===== src/rxbuf_consts.vh =====
`ifndef RXBUF_CONSTS_VH
`define RXBUF_CONSTS_VH

// ----------------------------------------
// Register byte offsets
// ----------------------------------------
`define OFS_LOW_THRESH   12'h000
`define OFS_MAC_CTRL     12'h004
`define OFS_FLOW_BASE    12'h040
`define OFS_FREE_BASE    12'h080
`define ADDR_W           12

// ----------------------------------------
// Fields and reset values
// ----------------------------------------
`define THRESH_W         8
`define COUNT_W          16
`define NUM_CH           8
`define CTRL_RFLOWEN_BIT 3
`define CTRL_RW_MASK     32'h0000_6a7b
`define RST_THRESH       8'h00
`define RST_COUNT        16'h0000
`define RST_CTRL         32'h0000_0000

`endif


===== src/rx_free_buffer_flow_accounting.v =====
// The placing of the registers and the APB slave port were chosen for this implementation.
`timescale 1ns/100ps
`include "rxbuf_consts.vh"

module rx_free_buffer_flow_accounting (
  input  wire        I_CLOCK,
  input  wire        I_RST,
  input  wire        I_PSEL,
  input  wire        I_PENABLE,
  input  wire        I_PWRITE,
  input  wire [11:0] I_PADDR,
  input  wire [31:0] I_PWDATA,
  output reg  [31:0] O_PRDATA,
  output reg         O_PREADY,
  output reg         O_PSLVERR,
  input  wire        I_FRAME_DONE,
  input  wire [2:0]  I_FRAME_CH,
  input  wire [15:0] I_FRAME_BUFS,
  output reg  [7:0]  O_LOW_FILTER,
  output reg  [7:0]  O_FLOW_CTRL,
  output reg         O_RX_FLOW_EN
);

  // ----------------------------------------
  // Address map
  // ----------------------------------------
  localparam [11:0] LOW_ADDR   = `OFS_LOW_THRESH;
  localparam [11:0] CTRL_ADDR  = `OFS_MAC_CTRL;
  localparam [11:0] FLOW_BASE  = `OFS_FLOW_BASE;
  localparam [11:0] FREE_BASE  = `OFS_FREE_BASE;
  localparam [6:0]  FLOW_BLOCK = FLOW_BASE[11:5];
  localparam [6:0]  FREE_BLOCK = FREE_BASE[11:5];

  // Register kinds seen by the read path
  localparam [2:0]  KIND_NONE  = 3'h0;
  localparam [2:0]  KIND_LOW   = 3'h1;
  localparam [2:0]  KIND_CTRL  = 3'h2;
  localparam [2:0]  KIND_FLOW  = 3'h3;
  localparam [2:0]  KIND_FREE  = 3'h4;

  // Bus phases
  localparam [1:0]  PH_IDLE    = 2'b00;
  localparam [1:0]  PH_ACCESS  = 2'b01;

  // ----------------------------------------
  // Storage
  // ----------------------------------------
  reg  [7:0]   low_thresh_ff;
  reg  [31:0]  ctrl_ff;
  reg  [63:0]  flow_thresh_ff;
  reg  [127:0] free_count_ff;
  reg  [1:0]   phase_ff;

  // ----------------------------------------
  // Next values
  // ----------------------------------------
  reg  [7:0]   nxt_low_thresh;
  reg  [31:0]  nxt_ctrl;
  wire [63:0]  nxt_flow_thresh;
  wire [127:0] nxt_free_count;
  wire [7:0]   nxt_low_filter;
  wire [7:0]   nxt_flow_ctrl;
  reg  [31:0]  nxt_prdata;
  reg          nxt_pslverr;
  reg          nxt_pready;
  reg  [1:0]   nxt_phase;

  // ----------------------------------------
  // Address decode
  // ----------------------------------------
  wire         setup;
  wire         wr_take;
  wire         aligned;
  wire         in_flow;
  wire         in_free;
  wire         is_low;
  wire         is_ctrl;
  wire         flow_en;
  wire [2:0]   sel_ch;
  wire [7:0]   sel_hot;
  wire [7:0]   frame_hot;
  reg  [2:0]   rd_kind;

  assign setup     = I_PSEL & ~I_PENABLE;
  // Writes commit only on the edge that completes the access
  assign wr_take   = I_PSEL & I_PENABLE & I_PWRITE & O_PREADY;
  assign aligned   = (I_PADDR[1:0] == 2'b00);
  assign in_flow   = (I_PADDR[11:5] == FLOW_BLOCK) & aligned;
  assign in_free   = (I_PADDR[11:5] == FREE_BLOCK) & aligned;
  assign is_low    = (I_PADDR == LOW_ADDR);
  assign is_ctrl   = (I_PADDR == CTRL_ADDR);
  assign flow_en   = ctrl_ff[`CTRL_RFLOWEN_BIT];
  assign sel_ch    = I_PADDR[4:2];
  assign sel_hot   = 8'h01 << sel_ch;
  assign frame_hot = 8'h01 << I_FRAME_CH;

  always @* begin
    rd_kind = KIND_NONE;
    if (is_low) begin
      rd_kind = KIND_LOW;
    end else if (is_ctrl) begin
      rd_kind = KIND_CTRL;
    end else if (in_flow) begin
      rd_kind = KIND_FLOW;
    end else if (in_free) begin
      rd_kind = KIND_FREE;
    end
  end

  // ----------------------------------------
  // Bus phase
  // ----------------------------------------
  always @* begin
    nxt_phase = PH_IDLE;
    case (phase_ff)
      PH_IDLE: begin
        if (setup) begin
          nxt_phase = PH_ACCESS;
        end
      end
      PH_ACCESS: begin
        // Ready is given once; a back-to-back setup starts from idle
        nxt_phase = PH_IDLE;
      end
      default: begin
        nxt_phase = PH_IDLE;
      end
    endcase
  end

  // ----------------------------------------
  // Per-channel count and compare
  // ----------------------------------------
  genvar g;
  generate
    for (g = 0; g < `NUM_CH; g = g + 1) begin : chan
      wire hit_free;
      wire hit_flow;
      wire hit_frame;

      assign hit_free  = wr_take & in_free & sel_hot[g];
      assign hit_flow  = wr_take & in_flow & sel_hot[g];
      assign hit_frame = I_FRAME_DONE & frame_hot[g];

      rxbuf_channel i_rxbuf_channel (
        .i_hit_free  (hit_free),
        .i_hit_flow  (hit_flow),
        .i_hit_frame (hit_frame),
        .i_wdata     (I_PWDATA[15:0]),
        .i_bufs      (I_FRAME_BUFS),
        .i_count     (free_count_ff[g*16 +: 16]),
        .i_flow      (flow_thresh_ff[g*8 +: 8]),
        .i_low       (low_thresh_ff),
        .i_flow_en   (flow_en),
        .o_count     (nxt_free_count[g*16 +: 16]),
        .o_flow      (nxt_flow_thresh[g*8 +: 8]),
        .o_low_hit   (nxt_low_filter[g]),
        .o_flow_hit  (nxt_flow_ctrl[g])
      );
    end
  endgenerate

  // ----------------------------------------
  // Configuration writes
  // ----------------------------------------
  always @* begin
    nxt_low_thresh = low_thresh_ff;
    nxt_ctrl       = ctrl_ff;
    if (wr_take && is_low) begin
      nxt_low_thresh = I_PWDATA[7:0];
    end
    if (wr_take && is_ctrl) begin
      // Reserved bits stay zero whatever software writes
      nxt_ctrl = I_PWDATA & `CTRL_RW_MASK;
    end
  end

  // ----------------------------------------
  // Read path and response
  // ----------------------------------------
  always @* begin
    nxt_prdata  = 32'h0000_0000;
    nxt_pslverr = 1'b0;
    nxt_pready  = (nxt_phase == PH_ACCESS);
    if (setup) begin
      case (rd_kind)
        KIND_LOW: begin
          nxt_prdata = {24'h000000, low_thresh_ff};
        end
        KIND_CTRL: begin
          nxt_prdata = ctrl_ff;
        end
        KIND_FLOW: begin
          nxt_prdata = {24'h000000, flow_thresh_ff[sel_ch*8 +: 8]};
        end
        KIND_FREE: begin
          nxt_prdata = {16'h0000, free_count_ff[sel_ch*16 +: 16]};
        end
        default: begin
          // Unmapped or misaligned: refused, reads as zero
          nxt_pslverr = 1'b1;
        end
      endcase
    end
  end

  // ----------------------------------------
  // Bus response registers
  // ----------------------------------------
  // No wait states: ready stands in the first access cycle only
  always @(posedge I_CLOCK or posedge I_RST) begin
    if (I_RST) begin
      O_PREADY  <= 1'b0;
      O_PRDATA  <= 32'h0000_0000;
      O_PSLVERR <= 1'b0;
      phase_ff  <= PH_IDLE;
    end else begin
      O_PREADY  <= nxt_pready;
      O_PRDATA  <= nxt_prdata;
      O_PSLVERR <= nxt_pslverr;
      phase_ff  <= nxt_phase;
    end
  end

  // ----------------------------------------
  // Configuration registers
  // ----------------------------------------
  always @(posedge I_CLOCK or posedge I_RST) begin
    if (I_RST) begin
      low_thresh_ff  <= `RST_THRESH;
      ctrl_ff        <= `RST_CTRL;
      flow_thresh_ff <= {`NUM_CH{`RST_THRESH}};
    end else begin
      low_thresh_ff  <= nxt_low_thresh;
      ctrl_ff        <= nxt_ctrl;
      flow_thresh_ff <= nxt_flow_thresh;
    end
  end

  // ----------------------------------------
  // Free-buffer counters
  // ----------------------------------------
  // No saturation: software must keep its increments honest
  always @(posedge I_CLOCK or posedge I_RST) begin
    if (I_RST) begin
      free_count_ff <= {`NUM_CH{`RST_COUNT}};
    end else begin
      free_count_ff <= nxt_free_count;
    end
  end

  // ----------------------------------------
  // Status outputs
  // ----------------------------------------
  // Levels lag the count by one edge so they never see a half-made sum
  always @(posedge I_CLOCK or posedge I_RST) begin
    if (I_RST) begin
      O_LOW_FILTER <= 8'h00;
      O_FLOW_CTRL  <= 8'h00;
      O_RX_FLOW_EN <= 1'b0;
    end else begin
      O_LOW_FILTER <= nxt_low_filter;
      O_FLOW_CTRL  <= nxt_flow_ctrl;
      O_RX_FLOW_EN <= flow_en;
    end
  end

endmodule

// ----------------------------------------
// One receive channel: count and compares
// ----------------------------------------
module rxbuf_channel (
  input  wire        i_hit_free,
  input  wire        i_hit_flow,
  input  wire        i_hit_frame,
  input  wire [15:0] i_wdata,
  input  wire [15:0] i_bufs,
  input  wire [15:0] i_count,
  input  wire [7:0]  i_flow,
  input  wire [7:0]  i_low,
  input  wire        i_flow_en,
  output wire [15:0] o_count,
  output wire [7:0]  o_flow,
  output wire        o_low_hit,
  output wire        o_flow_hit
);

  wire [15:0] added;
  wire        low_under;
  wire        flow_under;

  // Increment and frame decrement in one cycle both apply; the
  // 16-bit sums wrap silently in either direction
  assign added      = i_hit_free ? i_count + i_wdata : i_count;
  assign o_count    = i_hit_frame ? added - i_bufs : added;
  assign o_flow     = i_hit_flow ? i_wdata[7:0] : i_flow;

  // A zero threshold never asserts; the settled count is compared
  assign low_under  = (i_low != 8'h00) && (i_count < {8'h00, i_low});
  assign flow_under = (i_flow != 8'h00) && (i_count < {8'h00, i_flow});
  assign o_low_hit  = low_under;
  assign o_flow_hit = i_flow_en & flow_under;

endmodule


===== config.mk =====
export PLATFORM = sky130hd
export DESIGN_NAME = rx_free_buffer_flow_accounting
export DESIGN_NICKNAME = d
export VERILOG_FILES = /design/src/rx_free_buffer_flow_accounting.v
export VERILOG_INCLUDE_DIRS = /design/src
export SDC_FILE = /design/constraint.sdc
export NUM_CORES = 1
export LEC_CHECK = 0
export BUFFER_PORTS_ARGS = -buffer_cell sky130_fd_sc_hd__buf_2
export CORE_ASPECT_RATIO = 1.75
export CORE_MARGIN = 2
export CORE_UTILIZATION = 30
export CTS_BUF_LIST = sky130_fd_sc_hd__clkbuf_2 sky130_fd_sc_hd__clkbuf_4 sky130_fd_sc_hd__clkbuf_8
export DETAILED_ROUTE_END_ITERATION = 10
export HOLD_SLACK_MARGIN = 0.15
export SYNTH_ARGS = -nofsm -noshare
export SYNTH_HDL_FRONTEND = slang
export SYNTH_SLANG_ARGS = --single-unit
export TNS_END_PERCENT = 20

===== constraint.sdc =====
create_clock -name I_CLOCK -period 9.8 [get_ports I_CLOCK]
set_input_delay 1.96 -clock I_CLOCK [delete_from_list [all_inputs] [get_ports I_CLOCK]]
set_output_delay 1.96 -clock I_CLOCK [all_outputs]
set_load 0.03 [all_outputs]

[Word level (Yosys, flattened, before mapping)]
Cells that the tools add are included.
Word-level totals
  logic and storage cells: 160
  bits in registers: 263
  output and inout port bits: 51
  input port bits: 69
Cells by class
  $add $sub $neg: 16
  bitwise gates (word level): 41
  reduce and logical (&&, ||, !) cells: 31
  equal/unequal tests: 8
  order comparisons: 16
  mux-type cells: 26
  shift-type cells: 4
Operators with widths (number)
  2-to-1 mux 16 bit: 17
  < comparator 16 x 8 -> 1 bit: 16
  adder 16 bit: 8
  indexed part select 128 x 8 -> 16 bit: 1
  subtractor 16 bit: 8
  nonzero test 8 bit: 9
  one-hot mux 16 bit (4 select lines): 1
  indexed part select 64 x 7 -> 8 bit: 1
  AND 1 bit: 40
  logical AND 1 bit: 18
  left shift 1 x 3 -> 8 bit (first input constant): 2
  == test 12 x 3 -> 1 bit (second input constant): 1
  logical NOT 12 bit: 1
  2-to-1 mux 3 bit: 4
  == test 7 x 2 -> 1 bit (second input constant): 1
  == test 7 x 3 -> 1 bit (second input constant): 1
  == test 3 x 2 -> 1 bit (second input constant): 2
  logical NOT 2 bit: 2
  OR reduction 4 bit: 1
  == test 3 x 1 -> 1 bit (second input constant): 1
  == test 3 bit (second input constant): 1
  2-to-1 mux 1 bit: 3
  == test 2 x 1 -> 1 bit (second input constant): 1
  2-to-1 mux 2 bit: 1
  inverter 1 bit: 1

[Longest topological paths before layout]
Gate-level depths: netlist (run 1).
  word-level depth: 10
  mapped depth: 19

[Modules after synthesis]
A second synthesis (run 1) with hierarchy kept.
Unflattened totals
  cells, all modules: 3158
  area, all modules: 27584.0 um^2
Modules (own cells, without submodules)
  rx_free_buffer_flow_accounting: cells each 469, area each 8463.1 um^2, seq. area each 6130.9 um^2, times used 1
  rxbuf_channel (chan[2].i_rxbuf_channel ...): cells each 339, area each 2397.3 um^2, seq. area each 0.0 um^2, times used 3
  rxbuf_channel (chan[6].i_rxbuf_channel ...): cells each 332, area each 2372.3 um^2, seq. area each 0.0 um^2, times used 2
  rxbuf_channel (chan[1].i_rxbuf_channel): cells each 344, area each 2456.1 um^2, seq. area each 0.0 um^2, times used 1
  rxbuf_channel (chan[5].i_rxbuf_channel): cells each 332, area each 2374.8 um^2, seq. area each 0.0 um^2, times used 1
  rxbuf_channel (chan[0].i_rxbuf_channel): cells each 332, area each 2353.5 um^2, seq. area each 0.0 um^2, times used 1

[Worst setup path before layout (run 1)]
Ideal clock, no wire load.
  path type: input to register
  start: input port I_PADDR[10]
  end: register free_count_ff[79]
  data arrival time: 5.525 ns
  library setup time: 0.126 ns
  slack: 4.148 ns
  stages: 18
  data required time: 9.674 ns
  path through: nor4_1 nand4b_1 buf_2 or3_1 clkbuf_1 clkbuf_1 mux2i_1 inv_1 ha_1 nor2b_1 o31ai_1 a21oi_1 a41oi_1 a21oi_1 a221oi_1 xor2_1 nand2_1 xor2_1
On the way
  longest elaborated chain between the ends: 7
Ends and longest elaborated chain
  from (decl): RTL line rx_free_buffer_flow_accounting.v:11  | input wire [11:0] I_PADDR,
  == test 7 x 3 -> 1 bit *: RTL line rx_free_buffer_flow_accounting.v:89  | assign in_free = (I_PADDR[11:5] == FREE_BLOCK) & aligned;
  AND 1 bit *: RTL line rx_free_buffer_flow_accounting.v:89
  AND 1 bit * (2 in a row): RTL line rx_free_buffer_flow_accounting.v:141  | assign hit_free = wr_take & in_free & sel_hot[g];
  2-to-1 mux 16 bit *: RTL line rx_free_buffer_flow_accounting.v:295  | assign added = i_hit_free ? i_count + i_wdata : i_count;
  subtractor 16 bit: RTL line rx_free_buffer_flow_accounting.v:296  | assign o_count = i_hit_frame ? added - i_bufs : added;
  2-to-1 mux 16 bit *: RTL line rx_free_buffer_flow_accounting.v:296
  net chan[4].i_rxbuf_channel.o_count[15]: RTL line rx_free_buffer_flow_accounting.v:283  | output wire [15:0] o_count,
  to (signal assigned): RTL line rx_free_buffer_flow_accounting.v:246  | free_count_ff <= {`NUM_CH{`RST_COUNT}};
  to (signal assigned): RTL line rx_free_buffer_flow_accounting.v:248  | free_count_ff <= nxt_free_count;
  to (decl): RTL line rx_free_buffer_flow_accounting.v:51  | reg [127:0] free_count_ff;
Mark *: on every way through the listed nets, which the timed path passes. The rest lies on a longest branch.
A chain may end at the register's enable or synchronous reset.

[Worst setup path after layout (run 1)]
  start: input port I_PADDR[4]
  end: register free_count_ff[47]
On the way
  longest elaborated chain between the ends: 5
Ends and longest elaborated chain
  left shift 1 x 3 -> 8 bit *: RTL line rx_free_buffer_flow_accounting.v:94  | assign sel_hot = 8'h01 << sel_ch;
  AND 1 bit *: RTL line rx_free_buffer_flow_accounting.v:141
  2-to-1 mux 16 bit *: RTL line rx_free_buffer_flow_accounting.v:295
  subtractor 16 bit: RTL line rx_free_buffer_flow_accounting.v:296
  2-to-1 mux 16 bit *: RTL line rx_free_buffer_flow_accounting.v:296
  net chan[2].i_rxbuf_channel.o_count[15]: RTL line rx_free_buffer_flow_accounting.v:283
Marked as above.

==> impl_metrics.env, run 1 <==
export IMPL_area_growth_pct=10.2
export IMPL_r2r_end="free_count_ff[47]$_DFF_PP0_"
export IMPL_syn_inst=2851
export IMPL_clock_skew_ns=0.0263
export IMPL_drc_errors=0
export IMPL_grt_start_max_net_pins=89
export IMPL_synth_edf_count=0
export IMPL_nNetsFinal=3362
export IMPL_vdd_drop_max_uv=97.0
export IMPL_wl_met3_um=4040
export IMPL_worstRegToRegCells=15
export IMPL_max_cap_viol_count=0
export IMPL_setup_viol=0
export IMPL_dp_cells=3945
export IMPL_power_leakage_nw=12.9
export IMPL_drt_total_wl_um=86700
export IMPL_row_count=140
export IMPL_postCtsHoldBufs=0
export IMPL_top_layer="met5"
export IMPL_port_buffers=87
export IMPL_dieArea_mm2=0.0867
export IMPL_power_mw=7.67
export IMPL_ant_nets=0
export IMPL_vias_per_cell=5.45
export IMPL_final_cells=4020
export IMPL_die_h_um=388
export IMPL_wl_met1_um=31900
export IMPL_maxSlewViolCount=0
export IMPL_cts_setup_buffers=0
export IMPL_cts_resized=0
export IMPL_min_to="phase_ff[0]$_DFF_PP0_"
export IMPL_worstPathMaxFanout=26
export IMPL_clk_latency_ns=0.64
export IMPL_vias=21900
export IMPL_grt_pass1_wl_um=130000
export IMPL_ys_top_cells_by_area="dfrtp_1 24%, ha_1 17%, mux2_2 4.9%"
export IMPL_fmax_ghz=0.161
export IMPL_holdWs_ns=0.502
export IMPL_cts_tree="done"
export IMPL_dr_wl_met2_um=42300
export IMPL_cp_data_required_time_ns=10.31
export IMPL_start_kind="primary input"
export IMPL_top_level_ports=120
export IMPL_drtPass1Iterations=6
export IMPL_synth_distinct_cells=84
export IMPL_grt_setup_unrepaired="no"
export IMPL_fin_crit_ns=6.21
export IMPL_regToRegSetupSlack_ns=4.67
export IMPL_min_from="phase_ff[0]$_DFF_PP0_"
export IMPL_cts_inserted_buffers=43
export IMPL_synth_seq_cells=245
export IMPL_seq_area_frac_synth_pct=24.3
export IMPL_globalplace_congestion=0.941
export IMPL_holdCritPathClass="reg2reg"
export IMPL_holdPathStages=1
export IMPL_grt_pass1_vias=21400
export IMPL_tightest_slew_ns=1.05
export IMPL_initial_core_util_pct=30.3
export IMPL_fin_tns_setup_ns=0
export IMPL_async_reset_ff_share_pct=100
export IMPL_fillCellCount=8579
export IMPL_clockBufferDepth=3
export IMPL_ys_warn_count=0
export IMPL_synth_ff_type="dfrtp_1"
export IMPL_core_area_mm2=0.0834
export IMPL_synth_area_leader_cell="dfrtp_1"
export IMPL_wire_per_inst_um=21.6
export IMPL_grt_antenna_before_repair=7
export IMPL_netlist_area_mm2=0.0253
export IMPL_fin_crit_sh_pct=63.3
export IMPL_worstReg2RegStart="phase_ff[0]$_DFF_PP0_"
export IMPL_crit_type="in2reg"
export IMPL_cts_htree_levels=2
export IMPL_hold_viol=0
export IMPL_drive_gt1_share_pct=13.2
export IMPL_die_w_um=223
export IMPL_yosysTopAreaCellShare_pct=24.3
export IMPL_arrival_ns=6.72
export IMPL_status="finished, final reports clean"
export IMPL_dp_hpwl_um=68300
export IMPL_grt_usage_pct=19.8
export IMPL_cp_end_kind="flip-flop"
export IMPL_cts_sinks=245
export IMPL_clk_pin_slew_ns=0.07
export IMPL_maxSlewHeadroom_pct=29.5
export IMPL_power_density_mw_per_mm2=275
export IMPL_drtIter0Drc=1300
export IMPL_cts_root_buf="clkbuf_8"
export IMPL_overflow=0
export IMPL_syn_avg_cell_area_um2=8.86
worst max-delay path by stage:
stage               startpoint                          end  slack, ns  cells past startpoint
detailed placement  I_PADDR[4]  free_count_ff[47]$_DFF_PP0_       3.01                     16
CTS                 I_PADDR[4]  free_count_ff[47]$_DFF_PP0_       3.67                     16
finish              I_PADDR[4]  free_count_ff[47]$_DFF_PP0_       3.59                     16
global placement    I_PADDR[4]  free_count_ff[47]$_DFF_PP0_       3.13                     16
global route        I_PADDR[4]  free_count_ff[46]$_DFF_PP0_       3.19                     16
floorplan                I_RST     O_FLOW_CTRL[0]$_DFF_PP0_       1.11                      1
metrics by stage:
stage | utilization, % | worst slack, ns | area [um^2]
2_1_floorplan | - | 1.11 | 25300
3_3_place_gp | 32.2 | 3.13 | 26800
3_5_place_dp | 32.2 | 3.01 | 26800
4_1_cts | 33.4 | 3.67 | 27800
5_1_grt | 33.4 | 3.19 | 27800
6_report | 33.4 | 3.59 | 27800
registers in the layout, summed over array words and instances, names as in the netlist, 8 cells and up:
signal          cells
free_count_ff     128
flow_thresh_ff     64
O_PRDATA           16
ctrl_ff            10
O_FLOW_CTRL         8
O_LOW_FILTER        8
low_thresh_ff       8
per-layer routing:
| metal | vias up | track usage, % |
|---|---|---|
| li1 | 10600 | - |
| met1 | 10300 | 20.9 |
| met4 | 10 | 16.9 |
| met3 | 328 | 2.77 |
| met5 | - | 0 |
| met2 | 690 | 34.6 |
where the power goes:
group | leakage [nW] | total (mW) | switching, mW | internal (mW)
clock | 0.515 | 1.17 | 0.513 | 0.652
combinational | 9.31 | 4.70 | 2.52 | 2.17
sequential | 3.05 | 1.81 | 0.534 | 1.27
final cells by class:
class	count	area, um^2	share of cell area [%]
antenna	2	5.00	0.0180
clock buffer	65	845	3.03
clock inverter	8	143	0.512
inverter	126	480	1.73
multi-input combinational	2402	18300	65.8
sequential	245	6130	22.0
tap	1065	1330	4.79
timing repair buffer	107	588	2.11
placed cells by master (no fill, tap or decap), types with 74 or more instances in the layout:
cell,Yosys,routed
nor2_1,186,186
mux2_2,111,111
nand2_1,304,304
dfrtp_1,245,245
nor3_1,76,74
ha_1,352,352
xor2_1,74,74
o21ai_0,136,136
inv_1,125,124
a21o_1,76,76
a21oi_1,193,193
xnor2_1,121,121
buf_2,11,86
synth_stat cells (7+ instances only):
library cell / count
nor4_1: 40
mux2_2: 111
a221oi_1: 8
a21oi_1: 193
buf_2: 11
a21o_1: 76
o21bai_1: 15
mux4_2: 48
o22ai_1: 13
o21ai_1: 59
buf_4: 16
a211oi_1: 13
nor3_1: 76
nor3_2: 7
a41oi_1: 7
or2_2: 9
o21ai_0: 136
buf_1: 7
o211ai_1: 13
nor3b_1: 9
dfrtp_1: 245
nor2b_1: 42
xnor2_1: 121
nor2_1: 186
a31oi_1: 25
nand2_1: 304
fa_1: 16
a2111oi_0: 17
and3_1: 19
o21a_1: 51
nand4_1: 10
nand2b_1: 65
nand3_1: 67
o31ai_1: 20
or3_1: 20
ha_1: 352
clkbuf_1: 59
inv_1: 125
nand3b_1: 9
xor2_1: 74
mux2i_1: 54
critical path, cell delays in order:
cell and delay (ns):
buf_2 0.19, inv_2 0.51, nand2b_1 0.32, nor2_2 0.36
nand2_1 0.51, mux2i_1 0.48, inv_1 0.08, ha_1 0.27
nor2b_1 0.17, o31ai_1 0.12, a21oi_1 0.23, nand4_1 0.17
a31oi_1 0.32, nand4_1 0.16, a41oi_1 0.45, xor3_1 0.40
cells by family after synthesis:
family | share of synthesized area [%]
AOI/OAI and AO/OA | 17.9
xor gates and xnor gates | 6.85
adders and majority gates | 18.7
buffers and inverters | 3.55
DFF | 24.3
muxes | 11.5
other | 0.0148
and+or+nand+nor | 17.2
No activity file was read; power rests on OpenSTA's default activity.
==> run 2, diff against run 1 <==
==> constraint.sdc (replaced) <==
create_clock -name I_CLOCK -period 5.8 [get_ports I_CLOCK]
set_input_delay 1.16 -clock I_CLOCK [delete_from_list [all_inputs] [get_ports I_CLOCK]]
set_output_delay 1.16 -clock I_CLOCK [all_outputs]
set_load 0.03 [all_outputs]
==> impl_metrics.env, run 2 (synthesis gave the netlist of run 1 again) <==
export IMPL_drt_total_wl_um=88500
export IMPL_grt_pass1_vias=22300
export IMPL_largest_register_ffs=128
export IMPL_grt_pass1_wl_um=133000
export IMPL_cts_tree="done"
export IMPL_crit_type="in2reg"
export IMPL_dp_hpwl_um=70700
export IMPL_grt_antenna_before_repair=7
export IMPL_drive_gt1_share_pct=14.6
export IMPL_vias=22300
export IMPL_drtIter0Drc=1406
export IMPL_crit_slowest_cell="a41oi_1"
export IMPL_cp_buffers_inverters=1
export IMPL_power_leakage_nw=13.1
export IMPL_worst_path_largest_cell_delay_ns=0.44
export IMPL_cts_htree_levels=2
export IMPL_cp_cell_sequence="buf_2 > ha_1 > fa_1 > a21o_1 > a21oi_1 > nand2b_1 > a21oi_1 > a41oi_1 > a21oi_1 > o211ai_1 > ha_1 > a21o_1 > a21oi_1 > nor2b_1 > o21ai_0 > o31ai_1 > nand2_1 > o21ai_0 > a41oi_1 > xor3_1"
export IMPL_crit_family="compound AO/OA/AOI/OAI gates"
export IMPL_initial_core_util_pct=30.3
export IMPL_arrival_ns=5.52
export IMPL_postCtsHoldBufs=0
export IMPL_cts_setup_buffers=0
export IMPL_grt_setup_unrepaired="no"
export IMPL_maxSlewHeadroom_pct=27.7
export IMPL_cts_resized=0
export IMPL_overflow=0
export IMPL_cts_sinks=245
export IMPL_port_buffers=87
export IMPL_setup_viol=0
export IMPL_cp_data_required_time_ns=6.31
export IMPL_maxSlewViolCount=0
export IMPL_cts_root_buf="clkbuf_8"
export IMPL_seqPwrFrac_pct=23.8
export IMPL_row_count=140
export IMPL_worstPathMaxFanout=16
export IMPL_register_area_mm2=0.00613
export IMPL_power_switching_mw=6.09
export IMPL_dieArea_mm2=0.0867
export IMPL_cp_end_kind="flip-flop"
export IMPL_top_level_ports=120
export IMPL_layout_commonest_cell="ha_1"
export IMPL_wire_per_inst_um=21.7
export IMPL_layout_setup_ws_ns=0.791
export IMPL_p_comb_share_pct=62.2
export IMPL_clk_pin_slew_ns=0.07
export IMPL_clockPowerShare_pct=14.0
export IMPL_holdCritPathClass="in2async"
export IMPL_clockBufferDepth=3
export IMPL_grt_start_max_net_pins=138
export IMPL_internal_power_mw=6.79
export IMPL_final_cell_mix="352 x ha_1, 304 x nand2_1, 245 x dfrtp_1"
export IMPL_clk_latency_ns=0.64
export IMPL_die_w_um=223
export IMPL_drc_errors=0
export IMPL_start_kind="primary input"
export IMPL_nNetsFinal=3407
export IMPL_multi_input_area_mm2=0.0183
export IMPL_fillCellCount=8638
export IMPL_die_h_um=388
export IMPL_clock_skew_ns=0.0207
export IMPL_grt_usage_pct=20.3
export IMPL_drtPass1Iterations=7
export IMPL_vdd_drop_max_uv=155
export IMPL_power_density_mw_per_mm2=458
export IMPL_tightest_slew_ns=1.08
export IMPL_core_area_mm2=0.0834
export IMPL_hold_viol=0
export IMPL_regMostFlops="free_count_ff"
export IMPL_fmax_ghz=0.200
export IMPL_switching_share_pct=47.3
export IMPL_area_growth_pct=11.2
export IMPL_fin_tns_setup_ns=0
export IMPL_status="finished, final reports clean"
export IMPL_max_cap_viol_count=0
export IMPL_regToRegSetupSlack_ns=1.23
export IMPL_cts_inserted_buffers=43
export IMPL_fin_crit_ns=5.01
export IMPL_globalplace_congestion=0.967
export IMPL_cp_common_cell="a21oi_1"
export IMPL_ant_nets=0
export IMPL_top_regs="free_count_ff: 128 flops, flow_thresh_ff: 64 flops, O_PRDATA: 16 flops"
export IMPL_dp_slack_ns=0.209
export IMPL_vias_per_cell=5.47
export IMPL_fin_crit_sh_pct=86.4
## run 2: through the flow
stage | area (um^2) | util (%) | power [mW] | instances | hold WS, ns
final | 28100 | 33.7 | 12.9 | 4068 | 0.502
after global routing | 28100 | 33.7 | 14.1 | 4068 | 0.513
after CTS | 28100 | 33.7 | 12.9 | 4067 | 0.489
after detailed placement | 27200 | 32.6 | 11.0 | 3990 | 0.497
after global placement | 27200 | 32.6 | 10.9 | 3990 | 0.490
after floorplan | 25300 | - | 9.05 | 2866 | 0.352
## run 2: power groups by stage
stage	sequential [mW]	combinational [mW]	clock, mW
6_report	3.06	8.01	1.81
5_1_grt	3.11	9.04	1.91
4_1_cts	3.06	7.97	1.85
3_5_place_dp	3.09	7.92	0
3_3_place_gp	3.09	7.79	0
2_1_floorplan	2.59	6.46	0
## run 2: path summary, 6_finish.rpt
kind                                             start  cells after the start                          end
setup / recovery                           I_PWDATA[0]                     20  free_count_ff[47]$_DFF_PP0_
hold / removal                                   I_RST                      2    O_LOW_FILTER[1]$_DFF_PP0_
min in group I_CLOCK            ctrl_ff[1]$_DFFE_PP0P_                      1       ctrl_ff[1]$_DFFE_PP0P_
setup reg to reg           free_count_ff[32]$_DFF_PP0_                     19  free_count_ff[47]$_DFF_PP0_
hold reg to reg                 ctrl_ff[1]$_DFFE_PP0P_                      1       ctrl_ff[1]$_DFFE_PP0P_
max in group asynchronous                        I_RST                      3  free_count_ff[45]$_DFF_PP0_
## run 2: worst reg2reg max path: stages (launching register included)
cell,delay [ns]
dfrtp_1,0.47
ha_1,0.25
fa_1,0.40
a21o_1,0.17
a21oi_1,0.21
nand2b_1,0.16
a21oi_1,0.10
a41oi_1,0.44
a21oi_1,0.13
o211ai_1,0.27
ha_1,0.34
a21o_1,0.19
a21oi_1,0.23
nor2b_1,0.07
o21ai_0,0.14
o31ai_1,0.09
nand2_1,0.08
o21ai_0,0.09
a41oi_1,0.26
xor3_1,0.36
## run 2: final cells by class
| cell class | count | area share (%) |
|---|---|---|
| Timing Repair Buffer | 152 | 3.34 |
| Clock inverter | 7 | 0.169 |
| Multi-Input combinational cell | 2402 | 65.2 |
| Inverter | 126 | 1.70 |
| Antenna cell | 1 | 0.00890 |
| Clock buffer | 70 | 3.07 |
| Tap cell | 1065 | 4.74 |
| Sequential cell | 245 | 21.8 |
## run 2: metal layers
layer  global-route usage (%)  up-vias  part of all wire (%)
li1                         -    10700                     -
met1                     21.0    10500                    37
met2                     35.1      727                    48
met3                     2.86      375                   4.5
met4                     19.2       10                    11
met5                        0        -                 0.072
